## src/design/rps_consts.svh

```systemverilog
// Constants for the remappable pin select block
`ifndef RPS_CONSTS_SVH
`define RPS_CONSTS_SVH

// Selector geometry
`define RPS_SEL_W 5
`define RPS_NUM_IN 14
`define RPS_IN_IDX_W 4
`define RPS_MAX_PINS 26
`define RPS_PIN_IDX_W 5

// Reset values of the selectors
`define RPS_IN_RESET 5'h1f
`define RPS_OUT_RESET 5'h00

// Input selector code that grounds the peripheral input
`define RPS_IN_GND 5'h1f

// Output selector codes
`define RPS_OUT_NULL 5'h00
`define RPS_OUT_UART_TX 5'h03
`define RPS_OUT_UART_RTS 5'h04
`define RPS_OUT_SPI_DO 5'h07
`define RPS_OUT_SPI_CLK 5'h08
`define RPS_OUT_SPI_SS 5'h09
`define RPS_OUT_CMP_ONE 5'h12
`define RPS_OUT_CMP_TWO 5'h13

// Oscillator control low byte: unlock keys and lock position
`define RPS_KEY_FIRST 8'h46
`define RPS_KEY_SECOND 8'h57
`define RPS_LOCK_BIT 6
`define RPS_LOCK_RESET 1'b0

`endif

```

## src/design/rps_pkg.sv

```systemverilog
// Types shared by the remappable pin select block
package rps_pkg;
  `include "rps_consts.svh"

  typedef logic [`RPS_SEL_W-1:0] rps_sel_t;

  // Peripheral inputs fed by the input selectors; bit 0 is ext_irq_one
  typedef struct packed {
    logic spi_select_in;
    logic spi_clock_in;
    logic spi_data_in;
    logic uart_clear_to_send_in;
    logic uart_receive_in;
    logic compare_fault_in;
    logic capture_in_eight;
    logic capture_in_seven;
    logic capture_in_two;
    logic capture_in_one;
    logic timer_three_ext_clock;
    logic timer_two_ext_clock;
    logic ext_irq_two;
    logic ext_irq_one;
  } rps_periph_in_t;

  // Peripheral outputs offered to the output selectors
  typedef struct packed {
    logic uart_transmit_out;
    logic uart_request_out;
    logic spi_data_out;
    logic spi_clock_out;
    logic spi_select_out;
    logic compare_out_one;
    logic compare_out_two;
  } rps_periph_out_t;

  // Unlock sequence tracker, Gray coded
  typedef enum logic [1:0] {
    RPS_WAIT_FIRST = 2'b00,
    RPS_WAIT_SECOND = 2'b01,
    RPS_ARMED = 2'b11
  } rps_unlock_t;
endpackage : rps_pkg

```

## src/design/rps_shadow.sv

```systemverilog
// Shadow copy of a selector bank with continuous comparison
`timescale 1ns/10ps
`include "rps_consts.svh"
module rps_shadow #(
  parameter int N = 14,
  parameter int IDX_W = 4,
  parameter logic [`RPS_SEL_W-1:0] FIELD_RESET = `RPS_IN_RESET
) (
  // Clock and reset
  input wire logic clk,
  input wire logic reset,
  // Accepted writes, same as those taken by the primary bank
  input wire logic wr_en,
  input wire logic [IDX_W-1:0] wr_idx,
  input wire rps_pkg::rps_sel_t wr_data,
  // Primary bank being watched
  input wire rps_pkg::rps_sel_t primary [N],
  // Difference seen between shadow and primary
  output logic mismatch
);
  import rps_pkg::*;

  rps_sel_t shadow [N];
  logic differ;

  // Shadow follows only legitimate writes
  always_ff @(posedge clk) begin
    if (reset) begin
      for (int i = 0; i < N; i++) begin
        shadow[i] <= FIELD_RESET;
      end
    end else if (wr_en) begin
      shadow[wr_idx] <= wr_data;
    end
  end

  // Any field differing is an upset in one of the copies
  always_comb begin
    differ = 1'b0;
    for (int i = 0; i < N; i++) begin
      if (shadow[i] != primary[i]) begin
        differ = 1'b1;
      end
    end
  end

  // Registered compare result
  always_ff @(posedge clk) begin
    if (reset) begin
      mismatch <= 1'b0;
    end else begin
      mismatch <= differ;
    end
  end
endmodule : rps_shadow

```

## src/design/rps_top.sv

```systemverilog
// Remappable peripheral pin select with lock and shadow monitoring
`timescale 1ns/10ps
`include "rps_consts.svh"

module rps_top #(
  parameter int NUM_PINS = `RPS_MAX_PINS
) (
  // Clock and reset
  input wire logic clk,
  input wire logic reset,
  // Configuration option, high means one write session only
  input wire logic one_way_lock_option,
  // Oscillator control register low byte write
  input wire logic osc_ctrl_wr,
  input wire logic [7:0] osc_ctrl_wdata,
  // Input selector writes
  input wire logic in_sel_wr,
  input wire logic [`RPS_IN_IDX_W-1:0] in_sel_idx,
  input wire rps_pkg::rps_sel_t in_sel_wdata,
  // Output selector writes
  input wire logic out_sel_wr,
  input wire logic [`RPS_PIN_IDX_W-1:0] out_sel_idx,
  input wire rps_pkg::rps_sel_t out_sel_wdata,
  // Selector readback addresses
  input wire logic [`RPS_IN_IDX_W-1:0] in_rd_idx,
  input wire logic [`RPS_PIN_IDX_W-1:0] out_rd_idx,
  // Remappable pin levels and peripheral outputs
  input wire logic [NUM_PINS-1:0] remappable_pin_in,
  input wire rps_pkg::rps_periph_out_t periph_out,
  // Routed peripheral inputs
  output rps_pkg::rps_periph_in_t periph_in,
  // Remappable pin drive; take high overrides the port function
  output logic [NUM_PINS-1:0] remappable_pin_out,
  output logic [NUM_PINS-1:0] remappable_pin_take,
  // Status and readback
  output logic map_write_lock,
  output logic [7:0] oscillator_control_reg,
  output rps_pkg::rps_sel_t in_rd_data,
  output rps_pkg::rps_sel_t out_rd_data,
  output logic config_mismatch_reset
);
  import rps_pkg::*;

  rps_sel_t input_route_regs [`RPS_NUM_IN];
  rps_sel_t output_route_regs [NUM_PINS];
  rps_unlock_t unlock_state;
  rps_unlock_t next_unlock_state;
  logic lock_set_once;
  logic next_lock;
  logic lock_change_ok;
  logic in_wr_ok;
  logic out_wr_ok;
  logic in_mismatch;
  logic out_mismatch;
  logic [`RPS_NUM_IN-1:0] routed;

  // Route one remappable pin to a peripheral input, or ground
  function automatic logic route_pin(input logic [NUM_PINS-1:0] pins,
                                     input rps_sel_t code);
    logic level;
    level = 1'b0;
    if (code != `RPS_IN_GND && int'(code) < NUM_PINS) begin
      level = pins[code];
    end
    return level;
  endfunction : route_pin

  // Pick the peripheral output named by an output selector code
  function automatic logic pick_out(input rps_periph_out_t po,
                                    input rps_sel_t code);
    logic level;
    level = 1'b0;
    case (code)
      `RPS_OUT_UART_TX: level = po.uart_transmit_out;
      `RPS_OUT_UART_RTS: level = po.uart_request_out;
      `RPS_OUT_SPI_DO: level = po.spi_data_out;
      `RPS_OUT_SPI_CLK: level = po.spi_clock_out;
      `RPS_OUT_SPI_SS: level = po.spi_select_out;
      `RPS_OUT_CMP_ONE: level = po.compare_out_one;
      `RPS_OUT_CMP_TWO: level = po.compare_out_two;
      default: level = 1'b0;
    endcase
    return level;
  endfunction : pick_out

  // Writes land only while unlocked; out of range indexes are dropped
  assign in_wr_ok = in_sel_wr && !map_write_lock &&
                    (int'(in_sel_idx) < `RPS_NUM_IN);
  assign out_wr_ok = out_sel_wr && !map_write_lock &&
                     (int'(out_sel_idx) < NUM_PINS);

  // Unlock sequence: first key, second key, then one lock write
  always_comb begin
    next_unlock_state = unlock_state;
    if (osc_ctrl_wr) begin
      unique case (unlock_state)
        RPS_WAIT_FIRST: begin
          if (osc_ctrl_wdata == `RPS_KEY_FIRST) begin
            next_unlock_state = RPS_WAIT_SECOND;
          end
        end
        RPS_WAIT_SECOND: begin
          if (osc_ctrl_wdata == `RPS_KEY_SECOND) begin
            next_unlock_state = RPS_ARMED;
          end else if (osc_ctrl_wdata == `RPS_KEY_FIRST) begin
            next_unlock_state = RPS_WAIT_SECOND;
          end else begin
            next_unlock_state = RPS_WAIT_FIRST;
          end
        end
        RPS_ARMED: begin
          // The single write that follows consumes the arming
          next_unlock_state = RPS_WAIT_FIRST;
        end
        default: next_unlock_state = RPS_WAIT_FIRST;
      endcase
    end
  end

  always_ff @(posedge clk) begin
    if (reset) begin
      unlock_state <= RPS_WAIT_FIRST;
    end else begin
      unlock_state <= next_unlock_state;
    end
  end

  // Lock may move only on the armed write, and one-way forbids clearing
  assign lock_change_ok = osc_ctrl_wr && (unlock_state == RPS_ARMED);
  assign next_lock = osc_ctrl_wdata[`RPS_LOCK_BIT];

  always_ff @(posedge clk) begin
    if (reset) begin
      map_write_lock <= `RPS_LOCK_RESET;
    end else if (lock_change_ok) begin
      if (next_lock) begin
        map_write_lock <= 1'b1;
      end else if (!(one_way_lock_option && lock_set_once)) begin
        map_write_lock <= 1'b0;
      end
    end
    // Otherwise the lock simply holds
  end

  // Remembers that the lock was set once this session
  always_ff @(posedge clk) begin
    if (reset) begin
      lock_set_once <= 1'b0;
    end else if (lock_change_ok && next_lock) begin
      lock_set_once <= 1'b1;
    end
  end

  // Readable image of the register low byte; only the lock bit is stored
  always_ff @(posedge clk) begin
    if (reset) begin
      oscillator_control_reg <= 8'h00;
    end else begin
      oscillator_control_reg <= 8'h00;
      oscillator_control_reg[`RPS_LOCK_BIT] <= map_write_lock;
    end
  end

  // Input selector bank; reset grounds every peripheral input
  always_ff @(posedge clk) begin
    if (reset) begin
      for (int i = 0; i < `RPS_NUM_IN; i++) begin
        input_route_regs[i] <= `RPS_IN_RESET;
      end
    end else if (in_wr_ok) begin
      input_route_regs[in_sel_idx] <= in_sel_wdata;
    end
  end

  // Output selector bank; reset leaves all pins to the port
  always_ff @(posedge clk) begin
    if (reset) begin
      for (int i = 0; i < NUM_PINS; i++) begin
        output_route_regs[i] <= `RPS_OUT_RESET;
      end
    end else if (out_wr_ok) begin
      output_route_regs[out_sel_idx] <= out_sel_wdata;
    end
  end

  // Input muxes, one per peripheral input
  always_comb begin
    for (int i = 0; i < `RPS_NUM_IN; i++) begin
      routed[i] = route_pin(remappable_pin_in, input_route_regs[i]);
    end
  end

  // Registered so peripherals see a clean, glitch free level
  always_ff @(posedge clk) begin
    if (reset) begin
      periph_in <= '0;
    end else begin
      periph_in <= rps_periph_in_t'(routed);
    end
  end

  // Output muxes, one per remappable pin
  always_ff @(posedge clk) begin
    if (reset) begin
      remappable_pin_out <= '0;
      remappable_pin_take <= '0;
    end else begin
      for (int i = 0; i < NUM_PINS; i++) begin
        remappable_pin_out[i] <= pick_out(periph_out,
                                          output_route_regs[i]);
        remappable_pin_take[i] <=
          (output_route_regs[i] != `RPS_OUT_NULL);
      end
    end
  end

  // Readback of the selectors; unfitted indexes read zero
  always_ff @(posedge clk) begin
    if (reset) begin
      in_rd_data <= '0;
      out_rd_data <= '0;
    end else begin
      in_rd_data <= (int'(in_rd_idx) < `RPS_NUM_IN) ?
                    input_route_regs[in_rd_idx] : '0;
      out_rd_data <= (int'(out_rd_idx) < NUM_PINS) ?
                     output_route_regs[out_rd_idx] : '0;
    end
  end

  // Shadow banks see the same accepted writes as the primaries
  rps_shadow #(
    .N(`RPS_NUM_IN),
    .IDX_W(`RPS_IN_IDX_W),
    .FIELD_RESET(`RPS_IN_RESET)
  ) u_in_shadow (
    .clk(clk),
    .reset(reset),
    .wr_en(in_wr_ok),
    .wr_idx(in_sel_idx),
    .wr_data(in_sel_wdata),
    .primary(input_route_regs),
    .mismatch(in_mismatch)
  );

  rps_shadow #(
    .N(NUM_PINS),
    .IDX_W(`RPS_PIN_IDX_W),
    .FIELD_RESET(`RPS_OUT_RESET)
  ) u_out_shadow (
    .clk(clk),
    .reset(reset),
    .wr_en(out_wr_ok),
    .wr_idx(out_sel_idx),
    .wr_data(out_sel_wdata),
    .primary(output_route_regs),
    .mismatch(out_mismatch)
  );

  // Request for a device reset; a level until reset clears it
  always_ff @(posedge clk) begin
    if (reset) begin
      config_mismatch_reset <= 1'b0;
    end else if (in_mismatch || out_mismatch) begin
      config_mismatch_reset <= 1'b1;
    end
  end
endmodule : rps_top

```

## config.mk

```make
export PLATFORM = sky130hd
export DESIGN_NAME = rps_top
export DESIGN_NICKNAME = d
export VERILOG_FILES = /design/src/design/rps_pkg.sv /design/src/design/rps_shadow.sv /design/src/design/rps_top.sv
export VERILOG_INCLUDE_DIRS = /design/src /design/src/design
export SDC_FILE = /design/constraint.sdc
export NUM_CORES = 1
export LEC_CHECK = 0
export BUFFER_PORTS_ARGS = -buffer_cell sky130_fd_sc_hd__buf_4
export CORE_MARGIN = 2
export CORE_UTILIZATION = 29
export CTS_BUF_LIST = sky130_fd_sc_hd__clkbuf_8
export CTS_CLUSTER_SIZE = 40
export DETAILED_ROUTE_END_ITERATION = 10
export GPL_ROUTABILITY_DRIVEN = 0
export PLACE_DENSITY = 0.53
export SYNTH_ARGS = -nofsm -noshare
export SYNTH_HDL_FRONTEND = slang
export SYNTH_SLANG_ARGS = --single-unit
```

## constraint.sdc

```tcl
create_clock -name clk -period 5.07 [get_ports clk]
set_input_delay 0.7605 -clock clk [delete_from_list [all_inputs] [get_ports clk]]
set_output_delay 0.7605 -clock clk [all_outputs]
set_load 0.005 [all_outputs]
```

# --- After elaboration in Yosys (flattened, before gate mapping) ---
# Memory sizes are Yosys's and may differ from the RTL's.
# Index checks and enable logic that the tools add are counted.
op_classes:
  mux: 126
  n_reduce_logical: 72
  bitwise: 20
  eq_ne: 242
  n_lt_le_gt_ge: 38
op_table:
  columns: ["cell", "n"]
  rows:
  - ["5-bit by 3-bit equality test with 1-bit output (second input constant)", 52]
  - ["5-bit by 4-bit equality test with 1-bit output (second input constant)", 52]
  - ["5-bit equality test (second input constant)", 52]
  - ["5-bit inequality test", 40]
  - ["1-bit one-hot mux with 7 select lines", 26]
  - ["130-bit bitwise mux", 1]
  - ["5-bit by 2-bit equality test with 1-bit output (second input constant)", 26]
  - ["5-bit nonzero test", 26]
  - ["5-bit by 6-bit < comparator with 1-bit output (second input constant)", 14]
  - ["5-bit < comparator (second input constant)", 16]
  - ["1-bit binary-select mux with 5-bit select", 14]
  - ["70-bit bitwise mux", 1]
  - ["5-bit inequality test (second input constant)", 14]
  - ["1-bit 2-to-1 mux", 67]
  - ["5-bit 2-to-1 mux", 9]
  - ["2-bit OR reduction", 16]
  - ["5-bit binary-select mux with 5-bit select", 1]
  - ["5-bit demux with 5-bit select", 1]
  - ["1-bit logical AND", 23]
  - ["5-bit binary-select mux with 4-bit select", 1]
  - ["5-bit demux with 4-bit select", 1]
  - ["8-bit by 7-bit equality test with 1-bit output (second input constant)", 2]
  - ["1-bit inverter", 16]
  - ["6-bit >= comparator (second input constant)", 2]
  - ["other kinds (17)", 25]
word_totals:
  output_inout_bits: 86
  mem_count: 2
  reg_bits: 291
  inputBits: 75
  mem_bits_rw: 200
  elab_cells: 566
mem_list:
  columns: ["name", "depth", "width", "read_ports", "rd_clocked_by_memory_dff", "write_ports", "line_no", "text"]
  rows:
  - ["u_out_shadow.shadow", 26, 5, 26, 0, 26, "rps_shadow.sv:23", "rps_sel_t shadow [N];"]
  - ["u_in_shadow.shadow", 14, 5, 14, 0, 14, "rps_shadow.sv:23", null]

# --- Logic depth before layout (Yosys ltp) ---
# An unclocked memory read counts as a cell.
logic_depth:
  word_depth: 28
  mapped_depth: 7
  mapped_depth_nobuf: 5

# --- Cells and area by module ---
# From an unflattened synthesis, not the netlist that was laid out.
hier_totals:
  cells_unflattened: 2730
  hier_area_um2: 27156.0
by_module_without_submodules:
  columns: ["module", "seq_area_each_um2", "instances", "cells_per_inst", "area_per_inst_um2"]
  rows:
  - ["rps_top", 5645.4, 1, 1925, 16948.8]
  - ["rps_shadow (u_out_shadow)", 3923.8, 1, 527, 6611.3]
  - ["rps_shadow (u_in_shadow)", 2122.0, 1, 278, 3595.9]

# --- Worst setup path before layout ---
# No wires, ideal clock.
synth_path:
  path_type: "input-to-reg"
  start: "in out_rd_idx[0]"
  end: "reg out_rd_data[3]"
  setup_ps: 116
  required_ps: 4954
  stages: 6
  arrival_ps: 2136
  path_slack_ps: 2818
  cell_sequence: "buf_2 > buf_2 > mux4_2 > o22ai_1 > nor2_1 > o211a_1"
synth_between:
  elab_chain_len: 4
synth_lines:
  columns: ["item", "line_no", "text"]
  rows:
  - ["from (decl)", "rps_top.sv:26", "input wire logic [`RPS_PIN_IDX_W-1:0] out_rd_idx,"]
  - ["5-bit inverter with 6-bit output (not written as such)", "rps_top.sv:226", "output_route_regs[out_rd_idx] : '0;"]
  - ["5-bit binary-select mux with 5-bit select", "rps_top.sv:226", null]
  - ["5-bit 2-to-1 mux (not written as such) (2 in a row)", "rps_top.sv:226", null]
  - ["to (signal assigned)", "rps_top.sv:225", "out_rd_data <= (int'(out_rd_idx) < NUM_PINS) ?"]
  - ["to (decl)", "rps_top.sv:39", "output rps_pkg::rps_sel_t out_rd_data,"]
# Parallel ways exist; a longest one is shown, timed or not. The select of a mux whose other input is x is not followed.
# A chain may end at the register's enable or synchronous reset.

# --- Worst setup path in the final report ---
layout_path:
  start: "reg output_route_regs[66] in the netlist's numbering"
  end: "reg u_out_shadow.mismatch"
layout_between:
  elab_chain_len: 15
layout_lines:
  columns: ["item", "line_no", "text"]
  rows:
  - ["from (decl)", "rps_top.sv:45", "rps_sel_t output_route_regs [NUM_PINS];"]
  - ["from (signal, indexed assignment)", "rps_top.sv:179", "output_route_regs[i] <= `RPS_OUT_RESET;"]
  - ["from (signal, indexed assignment)", "rps_top.sv:182", "output_route_regs[out_sel_idx] <= out_sel_wdata;"]
  - ["5-bit inequality test", "rps_shadow.sv:41", "if (shadow[i] != primary[i]) begin"]
  - ["1-bit 2-to-1 mux (14 in a row)", "rps_shadow.sv:41", null]
  - ["to (signal assigned)", "rps_shadow.sv:52", "mismatch <= differ;"]
  - ["to (decl)", "rps_shadow.sv:19", "output logic mismatch"]
# Every way passes these cells.

==> run_results.csv <==
group,metric,value,unit
status,status,"completed",
logic_synthesis,ys.flop_type,"dfxtp_1",
timing,final.period_utilization,53.1,%
worst_hold_path,min_to,"unlock_state[0]",
worst_setup_path,r2r_slack,2.38,ns
global_routing,grt-ovfl-total,0,
floorplanning,boundaryPins,161,
layout,finish.net_count,2398,
logic_synthesis,yosysUniqueCellTypes,59,
worst_setup_path,critical_path_peak_fanout,10,
detailed_routing,post-route-drc-count,0,
pwr,peakVddDrop,0.195,mV
layout,reg_top3,"output_route_regs x130, u_out_shadow.shadow x130",
worst_hold_path,min_from,"osc_ctrl_wdata[0]",
clocking,hold_buffers,0,
pwr,power_density,307,mW/mm²
detailed_routing,drt_iter0_markers,1764,
timing,relSlewSlack,22.4,%
logic_synthesis,synth_edf_count,200,
worst_setup_path,cp_data_required_time,5.53,ns
layout,nFillCells,8769,
layout,layout_commonest_cell,"dfxtp_1",
placement,dpl.hpwl,59100,µm
worst_setup_path,cp-end-kind,"flip-flop",
flow_run,max_cap_violations,0,
worst_setup_path,reg2reg_from,"output_route_regs[66]",
timing,fin_crit,2.69,ns
timing,hold_viol_final,0,
worst_setup_path,startpoint_type,"flip-flop",
detailed_routing,wl,87500,µm
timing,worst_pin_slew,1.15,ns
layout,final_cell_mix,"dfxtp_1 (284), nor2_1 (228), edfxtp_1 (200)",
global_routing,grt.total_usage,19.1,%
timing,finClkSkew,0.0630,ns
logic_synthesis,synth.cell_area,0.0252,mm²
worst_hold_path,whs_path_depth,3,
layout,area_delta_synth_final,14.0,%
clocking,numCtsBuffers,86,
placement,numPortBuffers,153,
detailed_routing,ant_nets,0,
timing,max_clock_freq,0.371,GHz
floorplanning,rows,108,
detailed_routing,drtPass1Iterations,6,
timing,fin_tns_setup,0,ns
pwr,leakage,11.2,nW
clocking,clock_sinks,484,
clocking,ctsLongestPathBuffers,3,
clocking,path_clk_slew,0.06,ns
pwr,p_total,0.00881,W
timing,setup_ws,2.38,ns
logic_synthesis,yosysWarnings,0,
placement,pre_cts_slack,2.12,ns
global_routing,antenna_found_initial,4,
logic_synthesis,syn_area_per_cell,10.9,µm²
detailed_routing,via_per_inst,5.49,
worst_setup_path,arrival,3.16,ns
floorplanning,die_y,299,µm
logic_synthesis,synth-seq-area-share,46.4,%
global_routing,first_global_vias,19100,
timing,drv_slew,0,
logic_synthesis,postSynthCellCount,2318,
clocking,clock_latency,0.73,ns
worst_setup_path,reg2regPathDepth,5,
clocking,ctsRootBufferMaster,"clkbuf_8",
logic_synthesis,ys_ff_latch,484,
clocking,ctsResizeCount,0,
clocking,htree_levels,3,
clocking,cts_tree,"done",
timing,setup_viol,0,
floorplanning,die_area,0.0893,mm²
detailed_routing,wl_per_cell,24.6,µm
global_routing,grt_max_degree,87,
floorplanning,start_util,29.1,%
floorplanning,dieWidth,299,µm
worst_setup_path,r2r_end,"u_out_shadow.mismatch",
detailed_routing,vias,19500,
layout,drive_above_1_share,22.2,%
timing,rsz0062_at_grt,"no",
global_routing,grt_pass1_wl,128000,µm
worst_hold_path,hold_path_class,"primary input to flip-flop",
worst_setup_path,critPathKind,"flip-flop to flip-flop",
floorplanning,coreArea,0.0865,mm²
logic_synthesis,async_flop_share,0,%
clocking,post_cts_buffers,0,
## synthesized netlist by cell type, types with 46 or more instances
master,n,area [µm²]
dfxtp_1,284,5690
nor2_1,228,856
clkbuf_1,208,781
edfxtp_1,200,6010
xor2_1,152,1330
a21o_1,139,1040
mux4_2,138,3110
nand2_1,102,383
a21oi_1,90,450
or2_2,72,450
mux2i_1,66,661
xnor2_1,46,403
## final cells by class
class	instances	area [µm²]	area share (%)
Timing Repair Buffer	163	1240	4.32
Sequential cell	484	11700	40.7
Multi-Input combinational cell	1551	12400	43.2
Clock buffer	102	1400	4.89
Antenna cell	1	2.50	0.00871
Tap cell	1155	1450	5.03
Inverter	37	139	0.483
Clock inverter	60	402	1.40
## kinds of logic (layout without fill, tap and decap cells)
group	after synthesis	count (layout)	share of synthesized area, %
flops	484	484	46.4
buf+inv	289	362	4.54
other cells	1	8	0.0149
compound gates	457	457	12.6
mux	232	232	16.2
simple gates	657	657	13.3
xor+xnor	198	198	6.88
## report_power, final
| part | switching, W | internal, W | leakage, nW | total, W |
|---|---|---|---|---|
| sequential | 0.0000910 | 0.00417 | 4.24 | 0.00426 |
| clock | 0.00174 | 0.00206 | 1.03 | 0.00380 |
| combinational | 0.000474 | 0.000277 | 5.94 | 0.000751 |
| total | 0.00231 | 0.00651 | 11.2 | 0.00881 |
## per-layer routing
layer	track usage (%)	vias to the layer above	wire, µm
li1	-	8494	-
met1	24.1	9844	35000
met2	32.1	977	42500
met3	3.56	184	6610
met4	8.05	2	3380
met5	0	-	13
## metrics by stage
step	area (µm²)	util, %	hold WS [ns]	cells
finish	28700	33.2	0.385	3553
global route	28700	33.2	0.368	3553
CTS	28700	33.2	0.318	3552
detailed placement	26900	31.1	0.441	3390
global placement	26900	31.1	0.434	3390
floorplan	25200	-	0.415	2324
## worst max-delay path, cell delays in order, from the launching register on
cell and delay [ns]:
dfxtp_1 0.54, xor2_1 0.14, nor4_1 0.99, nand4_1 0.22, nor4_1 0.26, a41oi_1 0.30
## worst max-delay path by stage
stage,from,end,slack [ns],cells past startpoint
after floorplan,out_rd_idx[0],out_rd_data[3],2.82,6
after global placement,out_sel_idx[3],u_out_shadow.shadow[3][2],2.28,5
after detailed placement,out_sel_idx[3],u_out_shadow.shadow[22][1],2.12,5
after CTS,output_route_regs[13],u_out_shadow.mismatch,2.33,5
after global routing,output_route_regs[66],u_out_shadow.mismatch,2.26,5
final,output_route_regs[66],u_out_shadow.mismatch,2.38,5
Note: power is estimated with default switching activity, not from simulation.
